[src/pia_defines.svh]
`ifndef PIA_DEFINES_SVH
`define PIA_DEFINES_SVH

// register indices on the management interface
`define PIA_REG_BASIC_STATUS 5'h01
`define PIA_REG_IDENT_HIGH 5'h02
`define PIA_REG_IDENT_LOW 5'h03
`define PIA_REG_ADVERT 5'h04
`define PIA_REG_PHY_CONTROL 5'h10

// management frame fields
`define PIA_PHY_ADDR 5'h01
`define PIA_OP_READ 2'h2
`define PIA_OP_WRITE 2'h1
`define PIA_PREAMBLE_ONES 6'h20
`define PIA_ADDR_BITS 5'h0a
`define PIA_DATA_LAST 5'h0f

// basic status field positions
`define PIA_BS_MORE_REGS 0
`define PIA_BS_JABBER 1
`define PIA_BS_AN_DONE 5

// advertisement field positions
`define PIA_AD_NEXT_PAGE 15
`define PIA_AD_RSVD14 14
`define PIA_AD_FAR_FAULT 13
`define PIA_AD_RSVD12 12
`define PIA_AD_ASYM 11
`define PIA_AD_PAUSE 10
`define PIA_AD_FOUR_PAIR 9
`define PIA_AD_FAST_FD 8
`define PIA_AD_FAST_HD 7
`define PIA_AD_TEN_FD 6
`define PIA_AD_TEN_HD 5
`define PIA_AD_SEL_HI 4

// phy control field positions
`define PIA_PC_TX_PAUSE 13
`define PIA_PC_RX_PAUSE 12

// reset values
`define PIA_SELECTOR_RST 5'h01

// identity defaults, values are arbitrary
`define PIA_ORG_HIGH_DEF 16'h1234
`define PIA_ORG_LOW_DEF 6'h15
`define PIA_MODEL_DEF 6'h2a
`define PIA_REV_DEF 4'h3

`endif

[src/pia_pkg.sv]
package pia_pkg;
  // management frame engine states
  typedef enum logic [2:0] {
    ST_IDLE = 3'b000,
    ST_START = 3'b001,
    ST_OPCODE = 3'b010,
    ST_ADDR = 3'b011,
    ST_TURN = 3'b100,
    ST_DATA = 3'b101
  } pia_state_t;
endpackage

[src/pia_sync.sv]
// two-stage synchroniser, one stage pair per bit
module pia_sync #(
  parameter int WIDTH = 1
) (
  input wire logic clk_sys_i,           // system clock
  input wire logic [WIDTH-1:0] async_i, // inputs from pins
  output logic [WIDTH-1:0] sync_o       // synchronised copy
);
  genvar gi;
  generate
    for (gi = 0; gi < WIDTH; gi = gi + 1) begin : g_bit
      logic stage1; // first stage, read only by the second
      // no reset: data path only, settles within two edges
      always_ff @(posedge clk_sys_i) begin
        stage1 <= async_i[gi];
        sync_o[gi] <= stage1;
      end
    end
  endgenerate
endmodule

[src/pia_regs.sv]
`include "pia_defines.svh"
//
// Contract
// - jabber bit latches, clears on read/reset
// - basic status bit 0 always reads one
// - identity is org code, model, revision
// - ident one holds org bits 3..18
// - ident two bits 15:10 hold org 19..24
// - ident two bits 9:4 hold model number
// - ident two bits 3:0 hold revision
// - next page wish bit rw, reset zero
// - far fault advert bit rw, reset zero
// - bit 14 ignores writes; bit 12 zero
// - asym pause advert bit rw, reset zero
// - symmetric pause bit rw, reset zero
// - pause resolution shown in phy control 13:12
// - four pair bit reads zero always
// - speed/duplex advert bits rw, strap reset
// - basic status bit 5 shows negotiation done
module pia_regs #(
  parameter logic [15:0] ORG_HIGH = `PIA_ORG_HIGH_DEF, // arbitrary value
  parameter logic [5:0] ORG_LOW = `PIA_ORG_LOW_DEF,    // arbitrary value
  parameter logic [5:0] MODEL = `PIA_MODEL_DEF,        // arbitrary value
  parameter logic [3:0] REV = `PIA_REV_DEF             // arbitrary value
) (
  input wire logic clk_sys_i,          // 20 MHz system clock
  input wire logic rst_i,              // synchronous reset, high
  input wire logic mdc_i,              // management clock pin
  input wire logic mdio_i,             // management data pin level
  output logic mdio_o,                 // management data drive value
  output logic mdio_oe_n_o,            // low while driving mdio
  input wire logic strap_fast_fd_i,    // strap: 100 full duplex
  input wire logic strap_fast_hd_i,    // strap: 100 half duplex
  input wire logic strap_ten_fd_i,     // strap: 10 full duplex
  input wire logic strap_ten_hd_i,     // strap: 10 half duplex
  input wire logic jabber_evt_i,       // jabber seen, one cycle pulse
  input wire logic an_complete_i,      // negotiation finished, level
  input wire logic full_duplex_i,      // resolved link is full duplex
  input wire logic lp_pause_i,         // partner symmetric pause
  input wire logic lp_asym_i,          // partner asymmetric pause
  output logic [15:0] adv_word_o,      // ability word for negotiation
  output logic pause_tx_o,             // resolved: send pause frames
  output logic pause_rx_o              // resolved: honour pause frames
);

  // synchronised pin inputs
  logic [5:0] pins_s;                  // synchroniser outputs
  logic mdc_s;                         // management clock, synced
  logic mdio_s;                        // management data, synced
  logic [3:0] strap_s;                 // straps, synced

  pia_sync #(
    .WIDTH(6)
  ) u_sync (
    .clk_sys_i(clk_sys_i),
    .async_i({strap_ten_hd_i, strap_ten_fd_i, strap_fast_hd_i,
              strap_fast_fd_i, mdio_i, mdc_i}),
    .sync_o(pins_s)
  );

  assign mdc_s = pins_s[0];
  assign mdio_s = pins_s[1];
  assign strap_s = pins_s[5:2];

  // frame engine state
  pia_pkg::pia_state_t state;          // current frame phase
  pia_pkg::pia_state_t next_state;     // next frame phase
  logic mdc_d;                         // previous synced mdc
  logic [5:0] pre;                     // preamble ones seen, saturating
  logic [5:0] next_pre;                // next preamble count
  logic [4:0] cnt;                     // bit counter within a phase
  logic [4:0] next_cnt;                // next bit counter
  logic [1:0] op;                      // opcode shift
  logic [1:0] next_op;                 // next opcode
  logic [8:0] addr_sh;                 // phy and register address shift
  logic [8:0] next_addr_sh;            // next address shift
  logic [4:0] reg_sel;                 // register of current frame
  logic [4:0] next_reg_sel;            // next register select
  logic is_read;                       // current frame reads
  logic next_is_read;                  // next read flag
  logic [15:0] dat_sh;                 // read or write data shift
  logic [15:0] next_dat_sh;            // next data shift
  logic next_mdio;                     // next drive value
  logic next_oe_n;                     // next drive enable, low active
  logic rd_take;                       // read snapshot taken this cycle
  logic wr_take;                       // write data complete this cycle

  // register contents
  logic jabber_seen;                   // latched jabber flag
  logic strap_pend;                    // straps still to be loaded
  logic next_page_wish;                // advert bit 15
  logic far_fault_advert;              // advert bit 13
  logic asym_pause_advert;             // advert bit 11
  logic pause_advert;                  // advert bit 10
  logic fast_full_duplex_advert;       // advert bit 8
  logic fast_half_advert;              // advert bit 7
  logic ten_full_duplex_advert;        // advert bit 6
  logic ten_half_advert;               // advert bit 5
  logic [4:0] selector;                // advert bits 4:0

  // decoding wires
  logic rise;                          // mdc rising edge seen
  logic [9:0] addr_full;               // address incl. current bit
  logic phy_hit;                       // frame is for this device
  logic [15:0] wr_data;                // completed write word
  logic [15:0] basic_status_reg;       // read view of basic status
  logic [15:0] ident_word_one;         // read view of ident one
  logic [15:0] ident_word_two;         // read view of ident two
  logic [15:0] ability_advert_reg;     // read view of advertisement
  logic [15:0] phy_control_reg;        // read view of phy control
  logic [15:0] rd_value;               // selected read word
  logic clr_jabber;                    // read of basic status
  logic wr_advert;                     // write to advertisement
  logic res_both;                      // both ends symmetric pause
  logic res_tx;                        // resolution: transmit pause
  logic res_rx;                        // resolution: receive pause

  assign rise = mdc_s & ~mdc_d;
  assign addr_full = {addr_sh, mdio_s};
  assign phy_hit = (addr_full[9:5] == `PIA_PHY_ADDR);
  assign wr_data = {dat_sh[14:0], mdio_s};

  // read views; reserved and unimplemented bits read zero
  assign basic_status_reg = {10'h000, an_complete_i, 3'h0,
                             jabber_seen,
                             1'b1};
  assign ident_word_one = ORG_HIGH;
  assign ident_word_two = {ORG_LOW,
                           MODEL,
                           REV};
  assign ability_advert_reg = {next_page_wish,
                               1'b0,
                               far_fault_advert,
                               1'b0,
                               asym_pause_advert,
                               pause_advert,
                               1'b0,
                               fast_full_duplex_advert,
                               fast_half_advert,
                               ten_full_duplex_advert,
                               ten_half_advert,
                               selector};
  assign phy_control_reg = {2'h0, pause_tx_o, pause_rx_o, 12'h000};

  // register select; unmapped registers read zero
  assign rd_value = (reg_sel == `PIA_REG_BASIC_STATUS) ? basic_status_reg :
                    (reg_sel == `PIA_REG_IDENT_HIGH) ? ident_word_one :
                    (reg_sel == `PIA_REG_IDENT_LOW) ? ident_word_two :
                    (reg_sel == `PIA_REG_ADVERT) ? ability_advert_reg :
                    (reg_sel == `PIA_REG_PHY_CONTROL) ? phy_control_reg :
                    16'h0000;

  // a read clears jabber only once the word is snapshotted
  assign clr_jabber = rd_take & (reg_sel == `PIA_REG_BASIC_STATUS);
  assign wr_advert = wr_take & (reg_sel == `PIA_REG_ADVERT);

  // pause resolution, full duplex links after negotiation only
  assign res_both = pause_advert & lp_pause_i;
  assign res_tx = res_both | (~pause_advert & asym_pause_advert & lp_pause_i & lp_asym_i);
  assign res_rx = res_both | (pause_advert & asym_pause_advert & ~lp_pause_i & lp_asym_i);

  // frame engine next state; every step happens on an mdc rising edge
  always_comb begin
    next_state = state;
    next_pre = pre;
    next_cnt = cnt;
    next_op = op;
    next_addr_sh = addr_sh;
    next_reg_sel = reg_sel;
    next_is_read = is_read;
    next_dat_sh = dat_sh;
    next_mdio = mdio_o;
    next_oe_n = mdio_oe_n_o;
    rd_take = 1'b0;
    wr_take = 1'b0;
    if (rise) begin
      case (state)
        pia_pkg::ST_IDLE: begin
          // hunt a full preamble, then the zero of the start pattern
          if (mdio_s) begin
            if (pre != `PIA_PREAMBLE_ONES) begin
              next_pre = pre + 6'h01;
            end
          end else if (pre == `PIA_PREAMBLE_ONES) begin
            next_state = pia_pkg::ST_START;
          end else begin
            next_pre = 6'h00;
          end
        end
        pia_pkg::ST_START: begin
          // second start bit must be one
          next_pre = 6'h00;
          next_cnt = 5'h00;
          next_state = mdio_s ? pia_pkg::ST_OPCODE : pia_pkg::ST_IDLE;
        end
        pia_pkg::ST_OPCODE: begin
          next_op = {op[0], mdio_s};
          next_cnt = cnt + 5'h01;
          if (cnt == 5'h01) begin
            next_cnt = 5'h00;
            next_state = pia_pkg::ST_ADDR;
          end
        end
        pia_pkg::ST_ADDR: begin
          next_addr_sh = addr_full[8:0];
          next_cnt = cnt + 5'h01;
          if (cnt == (`PIA_ADDR_BITS - 5'h01)) begin
            // other devices' frames and bad opcodes are left alone
            next_cnt = 5'h00;
            next_reg_sel = addr_full[4:0];
            next_is_read = (op == `PIA_OP_READ);
            if (phy_hit && (op == `PIA_OP_READ || op == `PIA_OP_WRITE)) begin
              next_state = pia_pkg::ST_TURN;
            end else begin
              next_state = pia_pkg::ST_IDLE;
            end
          end
        end
        pia_pkg::ST_TURN: begin
          // first turnaround bit is the master's release
          next_cnt = cnt + 5'h01;
          if (is_read && cnt == 5'h00) begin
            next_mdio = 1'b0;
            next_oe_n = 1'b0;
          end
          if (cnt == 5'h01) begin
            next_cnt = 5'h00;
            next_state = pia_pkg::ST_DATA;
            if (is_read) begin
              rd_take = 1'b1;
              next_dat_sh = {rd_value[14:0], 1'b0};
              next_mdio = rd_value[15];
            end
          end
        end
        pia_pkg::ST_DATA: begin
          next_cnt = cnt + 5'h01;
          if (is_read) begin
            next_mdio = dat_sh[15];
            next_dat_sh = {dat_sh[14:0], 1'b0};
          end else begin
            next_dat_sh = wr_data;
          end
          if (cnt == `PIA_DATA_LAST) begin
            // last bit: release the line and commit a write
            wr_take = ~is_read;
            next_mdio = 1'b0;
            next_oe_n = 1'b1;
            next_cnt = 5'h00;
            next_state = pia_pkg::ST_IDLE;
          end
        end
        default: begin
          next_state = pia_pkg::ST_IDLE;
        end
      endcase
    end
  end

  // frame engine registers
  always_ff @(posedge clk_sys_i) begin
    if (rst_i) begin
      state <= pia_pkg::ST_IDLE;
      mdc_d <= 1'b0;
      pre <= 6'h00;
      cnt <= 5'h00;
      op <= 2'h0;
      addr_sh <= 9'h000;
      reg_sel <= 5'h00;
      is_read <= 1'b0;
      dat_sh <= 16'h0000;
      mdio_o <= 1'b0;
      mdio_oe_n_o <= 1'b1;
    end else begin
      state <= next_state;
      mdc_d <= mdc_s;
      pre <= next_pre;
      cnt <= next_cnt;
      op <= next_op;
      addr_sh <= next_addr_sh;
      reg_sel <= next_reg_sel;
      is_read <= next_is_read;
      dat_sh <= next_dat_sh;
      mdio_o <= next_mdio;
      mdio_oe_n_o <= next_oe_n;
    end
  end

  // jabber latch; a new event wins over a clearing read
  always_ff @(posedge clk_sys_i) begin
    if (rst_i) begin
      jabber_seen <= 1'b0;
    end else begin
      jabber_seen <= jabber_evt_i | (jabber_seen & ~clr_jabber);
    end
  end

  // advertisement register; straps load on the first cycle after reset
  // so that the synchronised strap levels are used, not the raw pins
  always_ff @(posedge clk_sys_i) begin
    if (rst_i) begin
      strap_pend <= 1'b1;
      next_page_wish <= 1'b0;
      far_fault_advert <= 1'b0;
      asym_pause_advert <= 1'b0;
      pause_advert <= 1'b0;
      fast_full_duplex_advert <= 1'b0;
      fast_half_advert <= 1'b0;
      ten_full_duplex_advert <= 1'b0;
      ten_half_advert <= 1'b0;
      selector <= `PIA_SELECTOR_RST;
    end else if (strap_pend) begin
      strap_pend <= 1'b0;
      fast_full_duplex_advert <= strap_s[0];
      fast_half_advert <= strap_s[1];
      ten_full_duplex_advert <= strap_s[2];
      ten_half_advert <= strap_s[3];
    end else if (wr_advert) begin
      // bits 14, 12 and 9 have no storage, written values vanish
      next_page_wish <= wr_data[`PIA_AD_NEXT_PAGE];
      far_fault_advert <= wr_data[`PIA_AD_FAR_FAULT];
      asym_pause_advert <= wr_data[`PIA_AD_ASYM];
      pause_advert <= wr_data[`PIA_AD_PAUSE];
      fast_full_duplex_advert <= wr_data[`PIA_AD_FAST_FD];
      fast_half_advert <= wr_data[`PIA_AD_FAST_HD];
      ten_full_duplex_advert <= wr_data[`PIA_AD_TEN_FD];
      ten_half_advert <= wr_data[`PIA_AD_TEN_HD];
      selector <= wr_data[`PIA_AD_SEL_HI:0];
    end
  end

  // outputs toward negotiation and the mac; the word changes only on
  // the strap load after reset or a write, the controller restarts negotiation when it needs it
  always_ff @(posedge clk_sys_i) begin
    if (rst_i) begin
      adv_word_o <= 16'h0000;
      pause_tx_o <= 1'b0;
      pause_rx_o <= 1'b0;
    end else begin
      adv_word_o <= ability_advert_reg;
      pause_tx_o <= an_complete_i & full_duplex_i & res_tx;
      pause_rx_o <= an_complete_i & full_duplex_i & res_rx;
    end
  end

endmodule

[config.mk]
export PLATFORM = sky130hd
export DESIGN_NAME = pia_regs
export DESIGN_NICKNAME = d
export VERILOG_FILES = /design/src/pia_pkg.sv /design/src/pia_sync.sv /design/src/pia_regs.sv
export VERILOG_INCLUDE_DIRS = /design/src /design/src/src
export SDC_FILE = /design/constraint.sdc
export NUM_CORES = 1
export LEC_CHECK = 0
export BUFFER_PORTS_ARGS = -buffer_cell sky130_fd_sc_hd__buf_2
export CORE_MARGIN = 2
export CORE_UTILIZATION = 51
export CTS_BUF_LIST = sky130_fd_sc_hd__clkbuf_4 sky130_fd_sc_hd__clkbuf_8
export DETAILED_ROUTE_END_ITERATION = 16
export PLACE_DENSITY_LB_ADDON = 0.3
export SLEW_MARGIN = 20
export SYNTH_ARGS = -nofsm -noshare
export SYNTH_HDL_FRONTEND = slang
export SYNTH_HIERARCHICAL = 1
export SYNTH_SLANG_ARGS = --single-unit
[constraint.sdc]
create_clock -name clk_sys_i -period 6.5 [get_ports clk_sys_i]
set_input_delay 0.65 -clock clk_sys_i [delete_from_list [all_inputs] [get_ports clk_sys_i]]
set_output_delay 0.65 -clock clk_sys_i [all_outputs]
set_load 0.005 [all_outputs]
==> impl_results.md, run 1 <==
- Status: completed
- Initial antenna violation count: 0
- Clock buffer depth: 2
- XOR/XNOR share of the synthesized area: 0.875%
- Post-synthesis cell count: 436
- CP Capture Type: flip-flop
- Worst path arrival time: 3.04 ns
- Sequential Area: 1840 µm²
- Number of flops mapped to enable cells by yosys: 0
- Starting DRC count in detailed routing: 160
- WL/cell: 14.6 µm
- Vias: 3145
- Layout cell share with drive strength beyond 1: 13.1%
- Post_cts resized: 0
- Hpwl dp: 5460 µm
- RD Place Congestion: 0.834
- Clk_lat worst skew: 0.36 ns
- # IOs: 33
- Netlist Area Pre-Place: 4010 µm²
- Largest net degree at the start of global routing: 81
- IR drop worst, VDD: 114 µV
- Synth Register Bits: 92
- Die Ht: 92.6 µm
- Pwr per Cell Area: 239 nW/µm²
- H-tree Lvls: 3
- Dominant cell by count in the synthesized netlist: dfxtp_1
- RSZ-0062 raised after global routing: false
- Compound-gate portion of the synthesized area: 15.3%
- Synth top area share: 46.0%
- Post-CTS setup buffers: 0
- Area leader, netlist: dfxtp_1
- # DRC: 0
- Worst Setup Start Kind: flip-flop
- Hold Fails Final Rpt: 0
- Flop pwr share: 56.9%
- Hold_buf cts: 0
- Vias in the first global route: 2861
- Clk root buf: clkbuf_8
- Starting Density: 52.4%
- FP Rows: 32
- Max incr delay on CP: 0.76 ns
- Top FF cell, synth: dfxtp_1
- Drt pass-1 iters: 5
- Tmin final: 2.77 ns
- Clock power share: 37.1%
- Switch share: 25.1%
- Comb power frac: 6.0%
- Slowest cell on the critical path: dfxtp_1
- Final setup violation count: 0
- Largest family of logic cells by synthesized area: simple AND/OR/NAND/NOR gates
- Relative slew slack: 47.4%
- Synth area leaders: dfxtp_1 (46%), mux2i_1 (5.0%), nor2b_1 (4.7%)
- Final Cycle Share: 42.7%
- Slew @ Worst Pin: 0.781 ns
- Hold Path Class: flip-flop to flip-flop
- Sequential area share after synthesis: 46.0%
- CP cell instances: or4bb_1 > or4_1 > nor2_4 > mux2_2
- First-pass GRT wire length: 13500 µm
- Post-synth cell types: 58
- Internal: 779 µW
- Core Region: 7650 µm²
- Post-synth top cells: dfxtp_1 (92), nor2_1 (34), nor2b_1 (30)
- FILL cells: 696
- Final core utilization: 56.9%
- Final Skew: 0.00833 ns
- Sum Neg Setup Slack: 0 ns
- Area of the multi-input gates: 1970 µm²
- Fraction of registers with async set/reset: 0%
- Die width: 92.6 µm
- Leak pwr: 0.00161 µW
- GRT Util Overall: 19.7%
- Die area: 8580 µm²
- Synth-to-layout area growth: 8.62%
- Clock sink total: 92
- Total CTS buffers: 9
- Max Transition Viols Final: 0
- Crit path required time: 6.76 ns
- CTS tree: yes
- Crit Path Max Fanout: 22
- Synth warn: 6
- Max-cap violation count: 0
- Port bufs: 29
- CP top delay family: simple AND/OR/NAND/NOR gates
- Net count, final: 467
- Clk slew on worst S/H paths: 0.09 ns
- Total wire length: 8050 µm
- Grt total ovfl: 0
- Critical path buffer and inverter count: 0
- Net Sw Power: 261 µW
- Mux cell area share after synthesis: 6.69%
- Post-Synth Adder-Cell Area: 2.50%
- Critical path type: flip-flop to flip-flop
- Simple-gate share of the synthesized area: 23.5%
- Routed Antenna Nets: 0
- ANT cells: 0
- Mean Syn Cell Area: 9.19 µm²
- Via density: 5.69
- Achievable frequency: 360 MHz
[area by class of cell]
cell class                 count  area share (%)
clock buffer                   9            2.85
clock inverter                 7            1.70
timing repair buffer          31            3.68
multi-input combinational    298            45.3
sequential                    92            42.3
inverter                      14            1.21
tap                          102            2.93
[registers in the layout (all words and copies together) (netlist names), 2 cells and up]
register and flops:
u_sync/sync_o 6, dat_sh 16, adv_word_o 13, state 3, pre 6, op 2
selector 5, addr_sh 9, cnt 5, u_sync/g_bit.stage1 6, reg_sel 5
[power by group through the flow]
stage / combinational [µW] / sequential, µW / clock, µW
floorplan: 54.5 / 595 / 0
global placement: 61.2 / 604 / 0
detailed placement: 62.1 / 605 / 0
CTS: 62.3 / 592 / 394
global route: 70.4 / 595 / 418
finish: 62.1 / 592 / 386
[kinds of logic after synthesis]
family / after synthesis
buffers and inverters: 48
flip-flops: 92
other: 1
AO/OA/AOI/OAI: 91
multiplexers: 26
AND/OR/NAND/NOR: 166
adder cells (fa/ha/maj): 8
XOR/XNOR: 4
[layer usage]
layer	global-route usage (%)	vias to the layer above	wire, µm
li1	-	1590	-
met1	25.3	1470	3670
met2	31.9	70	3810
met3	4.23	15	371
met4	8.82	0	201
met5	0	-	0
[worst paths after layout]
path / start / slack [ns] / to / cells after the start
worst min register to register: u_sync/g_bit[2].stage1$_DFF_P_ / 0.33 / u_sync/sync_o[2]$_DFF_P_ / 0
worst max-delay path: state[0]$_SDFFE_PP0P_ / 3.73 / far_fault_advert$_SDFFE_PP0P_ / 4
worst max register to register: state[0]$_SDFFE_PP0P_ / 3.73 / far_fault_advert$_SDFFE_PP0P_ / 4
worst min-delay path: u_sync/g_bit[2].stage1$_DFF_P_ / 0.33 / u_sync/sync_o[2]$_DFF_P_ / 0
[layout by cell type, fill, tap and decap left out, types with 5 or more instances in the layout]
cell type,count
a311oi_1,5
nand2_1,18
a31oi_1,11
clkbuf_8,9
nor3_1,19
inv_1,14
o21ai_0,14
nand2b_1,11
nor3b_1,5
nor2_1,34
nor2b_1,30
a2111oi_0,5
ha_1,8
mux2i_1,20
nand4_1,9
buf_2,29
mux2_2,6
dfxtp_1,92
a21oi_1,23
a211oi_1,6
o41ai_1,5
nand3b_1,6
and2_1,7
[per-stage QoR]
stage	instance area (µm²)	instances	worst slack, ns	hold slack, ns	total power (µW)
3_5_place_dp	4150	537	3.72	0.312	667
4_1_cts	4350	553	3.71	0.334	1050
5_1_grt	4350	553	3.51	0.335	1080
3_3_place_gp	4150	537	3.79	0.310	665
6_report	4350	553	3.73	0.329	1040
2_1_floorplan	4010	438	4.23	0.310	650
(Power assumes the default switching activity.)
==> run 2, diff against run 1 <==
==> constraint.sdc (replaced) <==
create_clock -name clk_sys_i -period 2.7 [get_ports clk_sys_i]
set_input_delay 0.27 -clock clk_sys_i [delete_from_list [all_inputs] [get_ports clk_sys_i]]
set_output_delay 0.27 -clock clk_sys_i [all_outputs]
set_load 0.005 [all_outputs]
==> run 2 against run 1 <==
Compared with the run above: core utilization up 2.1 points; global-route usage up 1.2 points; critical path depth up 3; critical path type unchanged; critical endpoint unchanged.
==> impl_results.md, run 2 (synthesis gave the netlist of run 1 again) <==
- Status: completed (unchanged)
- Starting DRC count in detailed routing: 148 (was 160)
- Vias in the first global route: 3063 (was 2861)
- Final worst slack: 0.235 ns (was 3.73 ns)
- # DRC: 0 (unchanged)
- CTS tree: yes (unchanged)
- Final Skew: 0.00489 ns (was 0.00833 ns)
- Hold Path Class: input pin to flip-flop (was flip-flop to flip-flop)
- First-pass GRT wire length: 14300 µm (was 13500 µm)
- Post-route insts no fill: 573 (was 553)
- Relative slew slack: 53.6% (was 47.4%)
- Hold_buf cts: 6 (was 0)
- Worst path arrival time: 2.72 ns (was 3.04 ns)
- Routed Antenna Nets: 0 (unchanged)
- WL/cell: 15.1 µm (was 14.6 µm)
- H-tree Lvls: 3 (unchanged)
- Port bufs: 29 (unchanged)
- Synth-to-layout area growth: 12.6% (was 8.62%)
- Critical path type: flip-flop to flip-flop (unchanged)
- Placed cells: 551 (was 537)
- Worst Setup Start Kind: flip-flop (unchanged)
- Die area: 8580 µm² (unchanged)
- Die width: 92.6 µm (unchanged)
- Final Cycle Share: 91.3% (was 42.7%)
- Crit Path Max Fanout: 7 (was 22)
- Hold Fails Final Rpt: 0 (unchanged)
- Sum Neg Setup Slack: 0 ns (unchanged)
- GRT Util Overall: 20.9% (was 19.7%)
- Leading cell type in the layout, fill and taps excluded: dfxtp_1 (unchanged)
- Clock sink total: 92 (unchanged)
- # IOs: 33 (unchanged)
- Pwr per Cell Area: 549 nW/µm² (was 239 nW/µm²)
- Largest Register: dat_sh (unchanged)
- CP Capture Type: flip-flop (unchanged)
- Core Region: 7650 µm² (unchanged)
- Die Ht: 92.6 µm (unchanged)
- RSZ-0062 raised after global routing: false (unchanged)
- FP Rows: 32 (unchanged)
- R2R Path Start: cnt[0]$_SDFFE_PP0P_ (was state[0]$_SDFFE_PP0P_)
- RR Endpoint: far_fault_advert$_SDFFE_PP0P_ (unchanged)
- Clk slew on worst S/H paths: 0.09 ns (about the same)
- Vias: 3294 (was 3145)
- Largest registers: dat_sh: 16 flops, adv_word_o: 13 flops, addr_sh: 9 flops (unchanged)
- Critical path origin: cnt[0]$_SDFFE_PP0P_ (was state[0]$_SDFFE_PP0P_)
- Clk root buf: clkbuf_8 (unchanged)
- RD Place Congestion: 0.886 (was 0.834)
- Post_cts resized: 0 (unchanged)
- Max-cap violation count: 0 (unchanged)
- R2r worst-path depth: 7 (was 4)
- Pre-CTS setup slack: 0.249 ns (was 3.72 ns)
- Leak pwr: 0.00170 µW (was 0.00161 µW)
- Max Transition Viols Final: 0 (unchanged)
- Reg-to-reg slack, setup: 0.24 ns (was 3.73 ns)
- Slew @ Worst Pin: 0.686 ns (was 0.781 ns)
- Clock buffer depth: 2 (unchanged)
- Largest register FFs: 16 (unchanged)
- Grt total ovfl: 0 (unchanged)
- Starting Density: 52.4% (unchanged)
- Setup crit end: far_fault_advert$_SDFFE_PP0P_ (unchanged)
- Final core utilization: 58.9% (was 56.9%)
- Achievable frequency: 406 MHz (was 360 MHz)
- Clk_lat worst skew: 0.36 ns (about the same)
- Most frequent cells in the layout: dfxtp_1 (92), nor2_1 (34), nor2b_1 (30), buf_2 (28), a21oi_1 (23) (was dfxtp_1 (92), nor2_1 (34), nor2b_1 (30), buf_2 (29), a21oi_1 (23))
- Via density: 5.75 (was 5.69)
- Total wire length: 8650 µm (was 8050 µm)
- Net count, final: 487 (was 467)
- Initial antenna violation count: 0 (unchanged)
- ANT cells: 0 (unchanged)
- Drt pass-1 iters: 5 (unchanged)
- Post-CTS setup buffers: 0 (unchanged)
- IR drop worst, VDD: 260 µV (was 114 µV)
- Tmin final: 2.46 ns (was 2.77 ns)
- Largest net degree at the start of global routing: 66 (was 81)
- Total CTS buffers: 9 (unchanged)
- Final setup violation count: 0 (unchanged)
- Crit path required time: 2.95 ns (was 6.76 ns)
- Layout cell share with drive strength beyond 1: 15.5% (was 13.1%)
- Hpwl dp: 5970 µm (was 5460 µm)
[run 2: changes by cell type in the layout (fill, tap and decap cells not counted)]
cell and change:
buf_2 -1, clkbuf_8 +2, inv_6 -2, dlygate4sd3_1 +6, clkinv_2 -1, clkinvlp_4 +2, bufinv_16 -1, buf_4 +15
[run 2: area by class of cell]
type	count	area, µm²
fillers	689	3140
multi-input cells	298	1970
flip-flops and latches	92	1840
repair buffers	51	328
clock buffers	11	151
well taps	102	128
inverters	14	52.6
clock inverters	5	36.3
[run 2: worst min-delay path by stage]
stage                                               from                        to  slack [ns]  depth (start not counted)
after CTS                                   jabber_evt_i    jabber_seen$_SDFF_PP0_        0.14                          2
after floorplan                                    rst_i        strap_pend$_DFF_P_        0.30                          0
after global routing                        jabber_evt_i    jabber_seen$_SDFF_PP0_        0.13                          2
after global placement    u_sync/g_bit[1].stage1$_DFF_P_  u_sync/sync_o[1]$_DFF_P_        0.31                          0
after detailed placement  u_sync/g_bit[4].stage1$_DFF_P_  u_sync/sync_o[4]$_DFF_P_        0.31                          0
final                                       jabber_evt_i    jabber_seen$_SDFF_PP0_        0.15                          2
[run 2: critical path: stages (launching register included)]
cell and delay (ns):
dfxtp_1 0.40, ha_1 0.20, and3_1 0.19, ha_1 0.23, nand3b_1 0.11, or4_1 0.61, nor2_4 0.24, mux2_2 0.36
[run 2: report_power, final]
group          leakage [µW]  switching (µW)  internal, µW
combinational      0.000864             117          78.5
sequential         0.000749            22.3          1390
clock             0.0000876             486           385
[run 2: metal layers]
| metal | global-route usage [%] | vias up | routed length, µm |
|---|---|---|---|
| met2 | 35.2 | 99 | 4170 |
| met3 | 5.29 | 11 | 421 |
| met1 | 26.3 | 1560 | 3930 |
| met5 | 0 | - | 0 |
| li1 | - | 1624 | - |
| met4 | 6.86 | 0 | 133 |
[run 2: through the flow]
stage | area (µm²) | hold WS (ns) | total power, µW
2_1_floorplan | 4010 | 0.298 | 1560
3_3_place_gp | 4260 | 0.310 | 1620
3_5_place_dp | 4260 | 0.312 | 1630
4_1_cts | 4510 | 0.138 | 2500
5_1_grt | 4510 | 0.128 | 2580
6_report | 4510 | 0.153 | 2470
==> run 3, diff against run 2 <==
--- a/config.mk
+++ b/config.mk
@@ -9,7 +9,7 @@
 export BUFFER_PORTS_ARGS = -buffer_cell sky130_fd_sc_hd__buf_2
 export CORE_MARGIN = 2
 export CORE_UTILIZATION = 51
-export CTS_BUF_LIST = sky130_fd_sc_hd__clkbuf_4 sky130_fd_sc_hd__clkbuf_8
+export CTS_BUF_LIST = sky130_fd_sc_hd__clkbuf_2
 export DETAILED_ROUTE_END_ITERATION = 16
 export PLACE_DENSITY_LB_ADDON = 0.3
 export SLEW_MARGIN = 20
==> run 3 against run 2 <==
Compared with the run above: via count shrank 0.33%; clock skew is 0.0091 ns higher; wire length hardly changed; final area decreased by 1.1%; clock power down 33%; critical endpoint unchanged; largest cell class unchanged; largest power group unchanged.
==> impl_results.md, run 3 (synthesis gave the netlist of run 1 again) <==
- CP top delay family: simple AND/OR/NAND/NOR gates (unchanged)
- Relative slew slack: 52.6% (was 53.6%)
- Clk root buf: clkbuf_2 (was clkbuf_8)
- Crit Path Max Fanout: 7 (unchanged)
- Port bufs: 29 (unchanged)
- Max-cap violation count: 0 (unchanged)
- Slew @ Worst Pin: 0.701 ns (was 0.686 ns)
- Largest register FFs: 16 (unchanged)
- CTS tree: yes (unchanged)
- Placed cells: 551 (unchanged)
- Core Region: 7650 µm² (unchanged)
- Max incr delay on CP: 0.61 ns (about the same)
- Die width: 92.6 µm (unchanged)
- Clock sink total: 92 (unchanged)
- Critical path type: flip-flop to flip-flop (unchanged)
- Vias in the first global route: 3075 (was 3063)
- Total CTS buffers: 9 (unchanged)
- Sum Neg Setup Slack: 0 ns (unchanged)
- CP cell instances: ha_1 > and3_1 > ha_1 > nand3b_1 > or4_1 > nor2_4 > mux2_2 (unchanged)
- First-pass GRT wire length: 14500 µm (was 14300 µm)
- Net count, final: 492 (was 487)
- Leading cell type in the layout, fill and taps excluded: dfxtp_1 (unchanged)
- Layout cell share with drive strength beyond 1: 14.9% (was 15.5%)
- RSZ-0062 raised after global routing: false (unchanged)
- Final Skew: 0.0140 ns (was 0.00489 ns)
- Largest Register: dat_sh (unchanged)
- Hpwl dp: 5970 µm (unchanged)
- Reg-to-reg slack, setup: 0.23 ns (was 0.24 ns)
- Via density: 5.68 (was 5.75)
- Hold Path Class: input pin to flip-flop (unchanged)
- Worst path arrival time: 2.95 ns (was 2.72 ns)
- Largest net degree at the start of global routing: 66 (unchanged)
- Leak pwr: 0.00168 µW (was 0.00170 µW)
- Starting DRC count in detailed routing: 160 (was 148)
- Initial antenna violation count: 0 (unchanged)
- # DRC: 0 (unchanged)
- RD Place Congestion: 0.886 (unchanged)
- Worst Setup Start Kind: flip-flop (unchanged)
- ANT cells: 0 (unchanged)
- Final setup violation count: 0 (unchanged)
- Grt total ovfl: 0 (unchanged)
- Post_cts resized: 0 (unchanged)
- Vias: 3283 (was 3294)
- Final Cycle Share: 91.5% (was 91.3%)
- CP Capture Type: flip-flop (unchanged)
- Most numerous cell on the critical path: ha_1 (unchanged)
- IR drop worst, VDD: 219 µV (was 260 µV)
- Clk_lat worst skew: 0.56 ns (was 0.36 ns)
- # IOs: 33 (unchanged)
- Starting Density: 52.4% (unchanged)
- Status: completed (unchanged)
- WL/cell: 15.0 µm (was 15.1 µm)
- Clock buffer depth: 2 (unchanged)
- Clk slew on worst S/H paths: 0.24 ns (was 0.09 ns)
- GRT Util Overall: 21.1% (was 20.9%)
- Post-route insts no fill: 578 (was 573)
- Die Ht: 92.6 µm (unchanged)
- Total wire length: 8660 µm (was 8650 µm)
- Crit path required time: 3.19 ns (was 2.95 ns)
- Most frequent cells in the layout: dfxtp_1 (92), nor2_1 (34), nor2b_1 (30), buf_2 (28), a21oi_1 (23) (unchanged)
- Critical path buffer and inverter count: 0 (unchanged)
- Max Transition Viols Final: 0 (unchanged)
- Pre-CTS setup slack: 0.249 ns (unchanged)
- H-tree Lvls: 3 (unchanged)
- Achievable frequency: 405 MHz (was 406 MHz)
- Slowest cell on the critical path: or4_1 (unchanged)
- Synth-to-layout area growth: 11.3% (was 12.6%)
- Largest registers: dat_sh: 16 flops, adv_word_o: 13 flops, addr_sh: 9 flops (unchanged)
- Die area: 8580 µm² (unchanged)
- Pwr per Cell Area: 493 nW/µm² (was 549 nW/µm²)
- Routed Antenna Nets: 0 (unchanged)
- Tmin final: 2.47 ns (was 2.46 ns)
- Hold Fails Final Rpt: 0 (unchanged)
- FP Rows: 32 (unchanged)
- Drt pass-1 iters: 4 (was 5)
- Final worst slack: 0.231 ns (was 0.235 ns)
run 3: changes by cell type in the layout (fill, tap and decap cells not counted), sizes merged:
cell	before	now
clkinv	2	4
clkbuf	11	9
dlygate4sd3	6	11
run 3: per-stage QoR:
step / total power, µW / util, % / hold WS (ns) / cell area, µm²
finish: 2200 / 58.3 / 0.0526 / 4460
global route: 2300 / 58.3 / 0.0267 / 4460
CTS: 2210 / 58.3 / 0.0215 / 4460
detailed placement: 1630 / 55.7 / 0.312 / 4260
global placement: 1620 / 55.7 / 0.310 / 4260
floorplan: 1560 / - / 0.298 / 4010
run 3: cell type report:
| type | instances | area (µm²) |
|---|---|---|
| fillers | 699 | 3190 |
| multi-input cells | 298 | 1970 |
| flip-flops and latches | 92 | 1840 |
| repair buffers | 56 | 378 |
| well taps | 102 | 128 |
| inverters | 14 | 52.6 |
| clock buffers | 9 | 45.0 |
| clock inverters | 7 | 43.8 |
run 3: routing by layer:
metal | track usage (%) | vias to the layer above | part of all wire [%]
li1 | - | 1637 | -
met1 | 26.8 | 1544 | 46
met2 | 35.3 | 88 | 48
met3 | 4.56 | 14 | 4.7
met4 | 7.60 | 0 | 2.0
met5 | 0 | - | 0
run 3: tightest hold or removal path: stages:
cell and delay, ns:
buf_2 0.11, a21oi_1 0.16, nor3b_1 0.07
run 3: worst paths after layout:
path / from / to / cells past startpoint
worst min-delay path: lp_asym_i / pause_rx_o$_SDFF_PP0_ / 3
worst max-delay path: cnt[0]$_SDFFE_PP0P_ / far_fault_advert$_SDFFE_PP0P_ / 7
worst max register to register: cnt[0]$_SDFFE_PP0P_ / far_fault_advert$_SDFFE_PP0P_ / 7
worst min register to register: u_sync/g_bit[2].stage1$_DFF_P_ / u_sync/sync_o[2]$_DFF_P_ / 0
run 3: report_power, final:
| part | leakage, µW | total [µW] | switching (µW) | internal [µW] |
|---|---|---|---|---|
| logic | 0.000886 | 199 | 117 | 82.1 |
| clock network | 0.0000490 | 585 | 471 | 114 |
| registers | 0.000749 | 1410 | 22.2 | 1390 |
| total | 0.00168 | 2200 | 611 | 1590 |
run 3: repair_timing:
item,CTS,global route
hold buffers,11,0
buffers inserted,0,0
hold endpoints to repair,9,0
setup endpoints to repair,0,0
